$ cat src/core/fcs_pkg.sv
package fcs_pkg;

	// ----------------------------------------
	// Register map (index, byte address = 4 * index)
	// ----------------------------------------
	localparam logic [11:0] FCS_IDX_CTRL = 12'h000;
	localparam logic [11:0] FCS_IDX_MODE = 12'h001;
	localparam logic [11:0] FCS_IDX_STAT = 12'h002;
	localparam logic [11:0] FCS_ADDR_CTRL = FCS_IDX_CTRL << 2;
	localparam logic [11:0] FCS_ADDR_MODE = FCS_IDX_MODE << 2;
	localparam logic [11:0] FCS_ADDR_STAT = FCS_IDX_STAT << 2;

	// ----------------------------------------
	// Field positions and reset values
	// ----------------------------------------
	localparam int FCS_CTRL_RST_BIT = 7;
	localparam int FCS_CTRL_IRQEN_BIT = 1;
	localparam int FCS_CTRL_EN_BIT = 0;
	localparam int FCS_MODE_POS = 4;
	localparam int FCS_REGION_POS = 0;
	localparam int FCS_STAT_OK_BIT = 1;
	localparam int FCS_STAT_BUSY_BIT = 0;
	localparam logic [7:0] FCS_STAT_RESET = 8'h02;
	localparam logic [1:0] FCS_MODE_PRIORITY = 2'h0;

	localparam logic [1:0] FCS_REGION_FULL = 2'h0;
	localparam logic [1:0] FCS_REGION_BOOT_PLUS_APP_REGION = 2'h1;
	localparam logic [1:0] FCS_REGION_BOOT = 2'h2;

	// ----------------------------------------
	// Checksum and timing
	// ----------------------------------------
	localparam logic [15:0] FCS_CRC_POLY = 16'h1021;
	localparam logic [15:0] FCS_CRC_INIT = 16'hffff;
	localparam logic [1:0] FCS_START_DELAY = 2'h3;
	localparam int FCS_FETCH_PERIOD = 3;
	localparam logic [16:0] FCS_FLASH_LAST = 17'h07fff;
	localparam logic [7:0] FCS_FUSE_SCALE_PAD = 8'h00;

	// ----------------------------------------
	// Types
	// ----------------------------------------
	typedef enum logic [4:0] {
		FCS_S_IDLE = 5'h01,
		FCS_S_DELAY = 5'h02,
		FCS_S_REQ = 5'h04,
		FCS_S_LO = 5'h08,
		FCS_S_HI = 5'h10
	} fcs_fsm_t;

	typedef struct packed {
		logic scan_en;
		logic [1:0] region;
		logic [7:0] boot_end;
		logic [7:0] app_end;
	} fcs_fuse_t;

	typedef struct packed {
		fcs_fsm_t fsm;
		logic [1:0] delay_cnt;
		logic enable;
		logic irq_en;
		logic [1:0] region;
		logic [1:0] mode;
		logic ok;
		logic nmi;
		logic [15:0] crc;
		logic [14:0] word_addr;
		logic [14:0] last_word;
		logic [7:0] data_hi;
		logic flash_req;
		logic cpu_stall;
		logic cpu_run;
		logic boot_done;
		logic irq_defer;
		logic slept;
		logic pready;
		logic pslverr;
		logic [31:0] prdata;
	} fcs_state_t;

endpackage : fcs_pkg

$ cat src/core/fcs_scanner.sv
// Local design decisions: the address map and the APB interface to the registers.
`timescale 1ns/100ps
module fcs_scanner (
	input wire logic pclk,
	input wire logic presetn,
	input wire logic psel,
	input wire logic penable,
	input wire logic pwrite,
	input wire logic [11:0] paddr,
	input wire logic [31:0] pwdata,
	output logic [31:0] prdata,
	output logic pready,
	output logic pslverr,
	input wire fcs_pkg::fcs_fuse_t fuse,
	input wire logic cpu_sleep,
	output logic flash_req,
	output logic [14:0] flash_addr,
	input wire logic [15:0] flash_rdata,
	output logic cpu_stall,
	output logic cpu_run,
	output logic irq_defer,
	output logic nmi_req
);

	// ----------------------------------------
	// Checksum step over one byte
	// ----------------------------------------
	function automatic logic [15:0] fcs_crc_byte(
		input logic [15:0] c,
		input logic [7:0] d
	);
		logic [15:0] r;
		logic fb;
		r = c;
		for (int i = 7; i >= 0; i--)
		begin
			fb = r[15] ^ d[i];
			r = {r[14:0], 1'b0} ^ (fb ? fcs_pkg::FCS_CRC_POLY : 16'h0000);
		end
		return r;
	endfunction : fcs_crc_byte

	// Last word index of the region; reserved code is taken as full flash
	function automatic logic [14:0] fcs_last_word(
		input logic [1:0] region,
		input fcs_pkg::fcs_fuse_t f
	);
		logic [16:0] end_b;
		unique case (region)
			fcs_pkg::FCS_REGION_BOOT:
				end_b = {1'b0, f.boot_end, fcs_pkg::FCS_FUSE_SCALE_PAD};
			fcs_pkg::FCS_REGION_BOOT_PLUS_APP_REGION:
				end_b = {1'b0, f.app_end, fcs_pkg::FCS_FUSE_SCALE_PAD};
			default:
				end_b = fcs_pkg::FCS_FLASH_LAST + 17'h00001;
		endcase
		end_b = end_b - 17'h00001;
		return end_b[15:1];
	endfunction : fcs_last_word

	// ----------------------------------------
	// State
	// ----------------------------------------
	fcs_pkg::fcs_state_t s_r;
	fcs_pkg::fcs_state_t s_nxt;
	logic busy;
	logic apb_new;
	logic wr_commit;
	logic soft_rst;
	logic at_last;
	logic [15:0] crc_fin;
	logic pass;
	logic [31:0] rd_val;
	logic addr_hit;

	assign busy = s_r.fsm != fcs_pkg::FCS_S_IDLE;
	assign apb_new = psel & penable & ~s_r.pready;
	assign wr_commit = psel & penable & s_r.pready & pwrite & ~s_r.pslverr
		& ~s_r.nmi & s_r.boot_done;
	assign soft_rst = wr_commit & (paddr == fcs_pkg::FCS_ADDR_CTRL)
		& pwdata[fcs_pkg::FCS_CTRL_RST_BIT] & (~s_r.irq_en | ~busy);
	assign at_last = s_r.word_addr == s_r.last_word;
	assign crc_fin = fcs_crc_byte(s_r.crc, s_r.data_hi);
	assign pass = crc_fin == 16'h0000;

	// ----------------------------------------
	// Read decode
	// ----------------------------------------
	always_comb
	begin
		rd_val = 32'h00000000;
		addr_hit = 1'b1;
		unique case (paddr)
			fcs_pkg::FCS_ADDR_CTRL:
			begin
				rd_val[fcs_pkg::FCS_CTRL_IRQEN_BIT] = s_r.irq_en;
				rd_val[fcs_pkg::FCS_CTRL_EN_BIT] = s_r.enable;
			end
			fcs_pkg::FCS_ADDR_MODE:
			begin
				rd_val[fcs_pkg::FCS_MODE_POS +: 2] = s_r.mode;
				rd_val[fcs_pkg::FCS_REGION_POS +: 2] = s_r.region;
			end
			fcs_pkg::FCS_ADDR_STAT:
			begin
				rd_val[fcs_pkg::FCS_STAT_OK_BIT] = s_r.ok;
				rd_val[fcs_pkg::FCS_STAT_BUSY_BIT] = busy;
			end
			default:
				addr_hit = 1'b0;
		endcase
	end

	// ----------------------------------------
	// Next state
	// ----------------------------------------
	always_comb
	begin
		s_nxt = s_r;
		s_nxt.flash_req = 1'b0;
		s_nxt.pready = 1'b0;
		s_nxt.pslverr = 1'b0;

		// Bus slave: one wait cycle, write lands on the pready edge
		if (apb_new)
		begin
			s_nxt.pready = 1'b1;
			s_nxt.pslverr = ~addr_hit;
			s_nxt.prdata = rd_val;
		end

		// Reset-time scan, fuse caught on the first edge after release
		if (!s_r.boot_done)
		begin
			s_nxt.boot_done = 1'b1;
			if (fuse.scan_en)
			begin
				s_nxt.enable = 1'b1;
				s_nxt.region = fuse.region;
				s_nxt.crc = fcs_pkg::FCS_CRC_INIT;
				s_nxt.word_addr = 15'h0000;
				s_nxt.last_word = fcs_last_word(fuse.region, fuse);
				s_nxt.fsm = fcs_pkg::FCS_S_REQ;
				s_nxt.cpu_stall = 1'b1;
			end
			else
			begin
				s_nxt.cpu_run = 1'b1;
			end
		end

		// Register writes
		if (soft_rst)
		begin
			s_nxt.enable = 1'b0;
			s_nxt.region = 2'h0;
			s_nxt.mode = 2'h0;
			s_nxt.ok = fcs_pkg::FCS_STAT_RESET[fcs_pkg::FCS_STAT_OK_BIT];
			s_nxt.fsm = fcs_pkg::FCS_S_IDLE;
			s_nxt.cpu_stall = 1'b0;
			s_nxt.irq_defer = 1'b0;
			s_nxt.slept = 1'b0;
		end
		else if (wr_commit && !busy)
		begin
			if (paddr == fcs_pkg::FCS_ADDR_CTRL)
			begin
				if (pwdata[fcs_pkg::FCS_CTRL_IRQEN_BIT])
					s_nxt.irq_en = 1'b1;
				if (pwdata[fcs_pkg::FCS_CTRL_EN_BIT])
				begin
					s_nxt.enable = 1'b1;
					s_nxt.delay_cnt = 2'h0;
					s_nxt.fsm = fcs_pkg::FCS_S_DELAY;
				end
			end
			else if (paddr == fcs_pkg::FCS_ADDR_MODE)
			begin
				s_nxt.mode = pwdata[fcs_pkg::FCS_MODE_POS +: 2];
				s_nxt.region = pwdata[fcs_pkg::FCS_REGION_POS +: 2];
			end
		end

		// Scan engine; every mode code runs the priority scan
		if (!soft_rst)
		begin
			unique case (s_r.fsm)
				fcs_pkg::FCS_S_IDLE:
				begin
				end
				fcs_pkg::FCS_S_DELAY:
				begin
					if (cpu_sleep)
					begin
						s_nxt.slept = 1'b1;
						s_nxt.irq_defer = 1'b1;
					end
					else if (s_r.delay_cnt == fcs_pkg::FCS_START_DELAY - 2'h1)
					begin
						s_nxt.crc = fcs_pkg::FCS_CRC_INIT;
						s_nxt.word_addr = 15'h0000;
						s_nxt.last_word = fcs_last_word(s_r.region, fuse);
						s_nxt.cpu_stall = 1'b1;
						s_nxt.irq_defer = s_r.slept;
						s_nxt.fsm = fcs_pkg::FCS_S_REQ;
					end
					else
						s_nxt.delay_cnt = s_r.delay_cnt + 2'h1;
				end
				fcs_pkg::FCS_S_REQ:
				begin
					if (!cpu_sleep)
					begin
						s_nxt.flash_req = 1'b1;
						s_nxt.fsm = fcs_pkg::FCS_S_LO;
					end
				end
				fcs_pkg::FCS_S_LO:
				begin
					s_nxt.crc = fcs_crc_byte(s_r.crc, flash_rdata[7:0]);
					s_nxt.data_hi = flash_rdata[15:8];
					s_nxt.fsm = fcs_pkg::FCS_S_HI;
				end
				fcs_pkg::FCS_S_HI:
				begin
					s_nxt.crc = crc_fin;
					if (at_last)
					begin
						s_nxt.fsm = fcs_pkg::FCS_S_IDLE;
						s_nxt.cpu_stall = 1'b0;
						s_nxt.irq_defer = 1'b0;
						s_nxt.slept = 1'b0;
						s_nxt.ok = pass;
						if (!pass && s_r.irq_en)
							s_nxt.nmi = 1'b1;
						if (pass)
							s_nxt.cpu_run = 1'b1;
					end
					else
					begin
						s_nxt.word_addr = s_r.word_addr + 15'h0001;
						s_nxt.fsm = fcs_pkg::FCS_S_REQ;
					end
				end
			endcase
		end
	end

	// ----------------------------------------
	// Registers
	// ----------------------------------------
	always_ff @(posedge pclk or negedge presetn)
	begin
		if (!presetn)
		begin
			s_r <= '0;
			s_r.fsm <= fcs_pkg::FCS_S_IDLE;
			s_r.ok <= fcs_pkg::FCS_STAT_RESET[fcs_pkg::FCS_STAT_OK_BIT];
			s_r.crc <= fcs_pkg::FCS_CRC_INIT;
		end
		else
			s_r <= s_nxt;
	end

	assign prdata = s_r.prdata;
	assign pready = s_r.pready;
	assign pslverr = s_r.pslverr;
	assign flash_req = s_r.flash_req;
	assign flash_addr = s_r.word_addr;
	assign cpu_stall = s_r.cpu_stall;
	assign cpu_run = s_r.cpu_run;
	assign irq_defer = s_r.irq_defer;
	assign nmi_req = s_r.nmi;
endmodule : fcs_scanner

$ cat config.mk
export PLATFORM = sky130hd
export DESIGN_NAME = fcs_scanner
export DESIGN_NICKNAME = d
export VERILOG_FILES = /design/src/core/fcs_pkg.sv /design/src/core/fcs_scanner.sv
export SDC_FILE = /design/constraint.sdc
export NUM_CORES = 1
export LEC_CHECK = 0
export BUFFER_PORTS_ARGS = -buffer_cell sky130_fd_sc_hd__buf_4
export CORE_MARGIN = 1.5
export CORE_UTILIZATION = 58
export CTS_CLUSTER_SIZE = 12
export DETAILED_ROUTE_END_ITERATION = 10
export GPL_TIMING_DRIVEN = 0
export PLACE_DENSITY = 0.82
export RECOVER_POWER = 25
export SYNTH_ARGS = -nofsm -noshare
export SYNTH_HDL_FRONTEND = slang
export SYNTH_SLANG_ARGS = --single-unit
$ cat constraint.sdc
create_clock -name pclk -period 4.5 [get_ports pclk]
set_input_delay 0.675 -clock pclk [delete_from_list [all_inputs] [get_ports pclk]]
set_output_delay 0.675 -clock pclk [all_outputs]
set_load 0.005 [all_outputs]
==> results of run 1 <==
## registers in the layout, indices dropped and copies added (netlist names)
signal and flops:
cpu_run 1, cpu_stall 1, flash_addr 15, flash_req 1, irq_defer 1, nmi_req 1
prdata 4, pready 1, pslverr 1, s_r 55
## cells in the mapped netlist, types with 5 or more instances
| master | instances | area, sq um |
|---|---|---|
| a211oi_1 | 5 | 37.5 |
| a21oi_1 | 34 | 170 |
| a22o_1 | 5 | 43.8 |
| a22oi_1 | 17 | 128 |
| and3_1 | 9 | 56.3 |
| buf_2 | 8 | 40.0 |
| buf_4 | 49 | 368 |
| clkbuf_1 | 18 | 67.6 |
| dfrtp_1 | 63 | 1580 |
| dfstp_2 | 18 | 473 |
| ha_1 | 7 | 87.6 |
| inv_1 | 12 | 45.0 |
| mux2_2 | 10 | 113 |
| mux2i_1 | 12 | 120 |
| nand2_1 | 39 | 146 |
| nand3_1 | 13 | 65.1 |
| nor2_1 | 71 | 267 |
| nor3_1 | 20 | 100 |
| nor4_1 | 11 | 68.8 |
| o21ai_0 | 23 | 115 |
| o21ai_1 | 7 | 35.0 |
| o22ai_1 | 15 | 93.8 |
| or2_2 | 6 | 37.5 |
| or3_1 | 10 | 62.6 |
| xnor2_1 | 47 | 412 |
| xor2_1 | 18 | 158 |
## report_power, final
group / total (mW) / internal [mW] / switching (mW)
sequential: 1.12 / 0.940 / 0.177
combinational: 1.54 / 0.721 / 0.818
clock: 0.482 / 0.214 / 0.268
total: 3.14 / 1.88 / 1.26
## placed cells by master (no fill, tap or decap), types with 5 or more instances in the layout
cell type / count
buf_4: 128
nor2_1: 71
dfrtp_1: 63
xnor2_1: 47
nand2_1: 39
a21oi_1: 34
conb_1: 29
o21ai_0: 23
nor3_1: 20
clkbuf_1: 19
xor2_1: 18
dfstp_2: 18
a22oi_1: 17
o22ai_1: 15
nand3_1: 13
mux2i_1: 12
inv_1: 12
nor4_1: 11
mux2_2: 10
or3_1: 10
clkbuf_8: 10
and3_1: 9
buf_2: 8
o21ai_1: 7
ha_1: 7
or2_2: 6
a22o_1: 5
a211oi_1: 5
## per-layer routing
layer  up-vias  wire length [microns]  track usage [%]
met5         -                      0                0
met4         0                    233             9.75
met3        29                    825             5.01
met2       185                   6930             47.7
met1      2341                   5690             36.1
li1       2332                      -                -
## worst max-delay path, stage by stage, from the launching register on
cell	delay, ps
dfrtp_1	380
buf_6	140
nor3_1	220
nand3_1	240
nor2_1	610
o31ai_2	120
a21o_1	240
buf_6	160
o21ai_0	190
o21ai_1	90
## worst min path at each step
stage	endpoint	slack, ps	cells past startpoint	from
2_1_floorplan	cpu_run	380	0	presetn
3_3_place_gp	prdata[0]	470	2	prdata[0]
3_5_place_dp	prdata[0]	480	2	prdata[0]
4_1_cts	prdata[0]	490	2	prdata[0]
5_1_grt	s_r[54]	520	1	s_r[54]
6_report	prdata[0]	490	2	prdata[0]
## through the flow
stage               instances  util, %
floorplan                 642        -
detailed placement        834     68.8
global route              850     70.7
finish                    850     70.7
CTS                       850     70.7
global placement          834     68.8
## final cells by class
class	count	area [sq um]	area share [%]
inverter	12	45.0	0.693
sequential	81	2050	31.5
multi-input combinational	470	2970	45.7
buffer	79	520	8.01
timing repair buffer	81	606	9.31
clock inverter	5	31.3	0.481
clock buffer	11	141	2.17
tap	111	139	2.14
## cell families (layout without fill, tap and decap cells)
| family | Yosys count | after routing | synth area share, % |
|---|---|---|---|
| AND/OR/NAND/NOR | 210 | 210 | 19.5 |
| AO/OA/AOI/OAI | 137 | 137 | 16.5 |
| buffers and inverters | 91 | 188 | 10.3 |
| flip-flops | 81 | 81 | 37.4 |
| XOR/XNOR | 65 | 65 | 10.4 |
| multiplexers | 22 | 22 | 4.24 |
| adder cells (fa/ha/maj) | 7 | 7 | 1.60 |
| other | 2 | 29 | 0.137 |
==> impl_metrics.env, run 1 <==
export IMPL_rsz0062_at_grt="no"
export IMPL_final_setup_viol_count=0
export IMPL_clock_tree_root_cell="clkbuf_8"
export IMPL_violations="capacitance limit, slew limit"
export IMPL_postCtsSetupRepairBufs=0
export IMPL_crit_start="s_r[106]"
export IMPL_drt_first_iter_violations=345
export IMPL_crit_type="reg2reg"
export IMPL_grt_usage_pct=28.1
export IMPL_ys_warn_count=0
export IMPL_ys_types=62
export IMPL_grt_antenna_before_repair=0
export IMPL_antenna_cells=0
export IMPL_cts_sinks=81
export IMPL_start_kind="flop"
export IMPL_drc_errors=0
export IMPL_vias=4887
export IMPL_grt_max_degree=82
export IMPL_cts_tree="yes"
export IMPL_area_delta_synth_final_pct=18.6
export IMPL_die_w_microns=100
export IMPL_nFillCells=730
export IMPL_clk_pin_slew_ps=80
export IMPL_final_nets=826
export IMPL_slew_headroom_pct=-32.8
export IMPL_synth_edff_count=0
export IMPL_wl_per_cell_microns=16.1
export IMPL_holdWs_ps=486
export IMPL_gp_congestion=0.904
export IMPL_peakVddDrop_mv=0.395
export IMPL_rrSetupSlack_ps=1990
export IMPL_fin_skew_ps=9.38
export IMPL_place_hpwl_mm=10.1
export IMPL_crit_path_max_fanout=10
export IMPL_fin_ws_ps=1990
export IMPL_cts_hold_buf=0
export IMPL_core_rowCount=35
export IMPL_wirelength_mm=13.7
export IMPL_hp_class="reg2reg"
export IMPL_rr_startpoint="s_r[106]"
export IMPL_r2r_end="flash_addr[11]"
export IMPL_place_area_sq_um=6330
export IMPL_drive_gt1_share_pct=27.2
export IMPL_crit_path_end_kind="flop"
export IMPL_tightest_slew_ps=1990
export IMPL_grt_pass1_vias=4838
export IMPL_fmax_mhz=398
export IMPL_insertion_delay_ps=350
export IMPL_core_area_sq_um=9200
export IMPL_fin_setup_tns_ps=0
export IMPL_stdcell_area_sq_um=6500
export IMPL_die_h_microns=100
export IMPL_slew_violations=82
export IMPL_p_per_area_nw_per_um2=483
export IMPL_grt_pass1_wl_mm=22.4
export IMPL_finalCritPeriodShare_pct=55.8
export IMPL_required_ps=4740
export IMPL_portBuffers=81
export IMPL_via_per_inst=5.75
export IMPL_outcome="finished with violations"
export IMPL_critical_path_endpoint="flash_addr[11]"
export IMPL_postSynthAreaPerCell_sq_um=8.92
export IMPL_drt_pass1_iter_count=5
export IMPL_seq_area_frac_synth_pct=37.4
export IMPL_post_place_ws_ps=1810
export IMPL_rr_worst_depth=9
export IMPL_ant_nets=0
export IMPL_die_area_sq_um=10000
export IMPL_total_power_mw=3.14
export IMPL_cts_buffers=9
export IMPL_ys_flop_type="dfrtp_1"
export IMPL_ios=139
export IMPL_synth_cells=615
export IMPL_synth_ff_latch_count=81
export IMPL_clockBufferDepth=2
export IMPL_overflow=0
export IMPL_period_needed_ps=2510
export IMPL_hold_viol_final=0
export IMPL_cap_violations=1
export IMPL_power_leakage_nw=2.85
export IMPL_crit_arrival_ps=2750
export IMPL_ctsResizeCount=0
export IMPL_initial_core_util_pct=59.6
export IMPL_h_tree_depth=3
export IMPL_synth_async_reset_ratio_pct=100
export IMPL_syn_area_sq_um=5480
(Power assumes the default switching activity.)
==> run 2, diff against run 1 <==
ABC_AREA = 1   (was default)
CORE_UTILIZATION = 50   (was 58)
PLACE_DENSITY = 0.74   (was 0.82)
clock period = 2.1 ns   (was 4.5 ns; I/O delays follow)
==> run 2 against run 1 <==
  * Largest cell class unchanged
  * Critical path type unchanged
  * Largest power group unchanged
  * Highest routed layer unchanged
  * Count of clock-buffer cells in the layout unchanged
  * Combinational power is 130% higher
  * Synthesized cell count increased by 54%
  * Routed wire length grew 20%
  * The run now ends clean
==> impl_metrics.env, run 2 <==
export IMPL_cts_buffers=9
export IMPL_tightest_slew_ps=1050
export IMPL_finalCritPeriodShare_pct=93.7
export IMPL_period_needed_ps=1970
export IMPL_initial_core_util_pct=51.5
export IMPL_crit_start="s_r[104]"
export IMPL_fin_skew_ps=9.10
export IMPL_wirelength_mm=16.5
export IMPL_insertion_delay_ps=350
export IMPL_grt_antenna_before_repair=0
export IMPL_power_leakage_nw=3.98
export IMPL_grt_pass1_wl_mm=26.5
export IMPL_cts_sinks=81
export IMPL_die_area_sq_um=13100
export IMPL_synth_edff_count=0
export IMPL_gp_congestion=0.948
export IMPL_mostFrequentLayoutCells="nand2_1 (326), buf_4 (132), inv_1 (119)"
export IMPL_seq_area_frac_synth_pct=33.0
export IMPL_ant_nets=0
export IMPL_required_ps=2370
export IMPL_wl_per_cell_microns=13.3
export IMPL_cts_hold_buf=0
export IMPL_grt_pass1_vias=5511
export IMPL_slew_headroom_pct=30.3
export IMPL_ios=139
export IMPL_ys_types=47
export IMPL_stdcell_area_sq_um=7530
export IMPL_place_area_sq_um=7150
export IMPL_dp_cells=1223
export IMPL_yosysMostFrequentCell="nand2_1"
export IMPL_clock_tree_root_cell="clkbuf_16"
export IMPL_hold_viol_final=0
export IMPL_drt_first_iter_violations=463
export IMPL_antenna_cells=0
export IMPL_synth_area_leaders="dfrtp_1 (25%), nand2_1 (20%), dfstp_2 (7.6%), inv_1 (7.2%), nand3_1 (7.2%)"
export IMPL_grt_max_degree=82
export IMPL_yosys_area_top_type="dfrtp_1"
export IMPL_start_kind="flop"
export IMPL_total_power_mw=7.58
export IMPL_via_per_inst=5.08
export IMPL_die_w_microns=115
export IMPL_final_nets=1157
export IMPL_overflow=0
export IMPL_portBuffers=83
export IMPL_final_util_pct=62.4
export IMPL_final_common_cell="nand2_1"
export IMPL_crit_type="reg2reg"
export IMPL_rr_startpoint="s_r[104]"
export IMPL_cap_violations=0
export IMPL_crit_arrival_ps=2240
export IMPL_vias=6288
export IMPL_final_cells=1238
export IMPL_rr_worst_depth=10
export IMPL_die_h_microns=115
export IMPL_cts_tree="yes"
export IMPL_peakVddDrop_mv=0.519
export IMPL_h_tree_depth=3
export IMPL_ys_flop_type="dfrtp_1"
export IMPL_regMostFlops="s_r"
export IMPL_synth_async_reset_ratio_pct=100
export IMPL_crit_path_end_kind="flop"
export IMPL_fmax_mhz=508
export IMPL_core_area_sq_um=12100
export IMPL_drc_errors=0
export IMPL_slew_violations=0
export IMPL_outcome="finished, final reports clean"
export IMPL_post_place_ws_ps=-245
export IMPL_synth_ff_latch_count=81
export IMPL_syn_area_sq_um=6220
export IMPL_clk_pin_slew_ps=70
export IMPL_p_per_area_nw_per_um2=1010
export IMPL_synth_cells=945
export IMPL_drive_gt1_share_pct=19.8
export IMPL_postSynthAreaPerCell_sq_um=6.58
export IMPL_clockBufferDepth=2
export IMPL_grt_usage_pct=25.7
export IMPL_ys_warn_count=0
export IMPL_rrSetupSlack_ps=130
export IMPL_synth_top_area_share_pct=25.4
export IMPL_hp_class="in2async"
export IMPL_final_setup_viol_count=0
export IMPL_place_hpwl_mm=12.2
export IMPL_core_rowCount=40
export IMPL_netlist_top_cells_count="nand2_1 (326), inv_1 (119), nand3_1 (89)"
export IMPL_largest_reg_flops=55
export IMPL_crit_path_max_fanout=9
export IMPL_area_delta_synth_final_pct=21.1
export IMPL_r2r_end="s_r[90]"
export IMPL_rsz0062_at_grt="yes"
export IMPL_fin_ws_ps=131
export IMPL_drt_pass1_iter_count=5
==> run 2: cell count changes after synthesis, sizes merged, moves of 13 or more <==
cell	change
nand2	+290
inv	+112
nand3	+79
o21ai	+25
xnor2	-24
a21oi	-17
a22oi	-17
clkbuf	-13
==> run 2: cell type report <==
class,count,area [sq um]
Fill cell,1115,4530
Sequential cell,81,2050
Clock inverter,5,77.6
Inverter,125,475
Tap cell,168,210
Clock buffer,11,253
Multi-Input combinational cell,701,3400
Timing Repair Buffer,83,623
Buffer,64,438
==> run 2: cells by family after synthesis <==
family                     count (synthesis)  share of synthesized area (%)
and+or+nand+nor                          528                           36.3
buffers and inverters                    190                           14.7
adders and majority gates                  7                           1.41
xor gates and xnor gates                  38                           5.35
AOI/OAI and AO/OA                         99                           9.24
other                                      2                          0.121
DFF                                       81                           33.0
==> run 2: per-layer routing <==
layer	track usage [%]	wire length (microns)
met1	35.3	7460
met2	38.9	7010
met3	6.62	1600
met4	9.33	405
met5	0	0
==> run 2: worst max-delay path by stage <==
stage,cells after the start,end
finish,10,s_r[90]
global route,13,s_r[61]
CTS,14,s_r[61]
detailed placement,14,s_r[61]
global placement,14,s_r[61]
floorplan,13,s_r[61]
==> run 2: through the flow <==
stage	setup TNS, ps	hold slack (ps)
after floorplan	0	19.4
after global placement	-299	465
after detailed placement	-480	466
after CTS	0	201
after global routing	-33.9	209
final	0	159
==> run 2: worst max-delay path, cell delays in order, from the launching register on <==
cell and delay [ps]:
dfstp_2 550, inv_1 100, nand2_1 100, nor2_1 60, nand3_2 130, inv_2 130
o21ai_4 300, inv_4 110, or2_0 240, nand2_1 120, inv_1 50
==> run 2: timing repair <==
action	CTS	global route
gates resized for setup	0	13
buffers inserted	0	0
setup endpoints to repair	0	24
==> run 2: where the power goes <==
part           internal (mW)  leakage [nW]  switching (mW)
combinational           1.25          2.89            2.22
sequential              2.00         0.933           0.354
clock                   1.10         0.162           0.657
total                   4.35          3.98            3.23
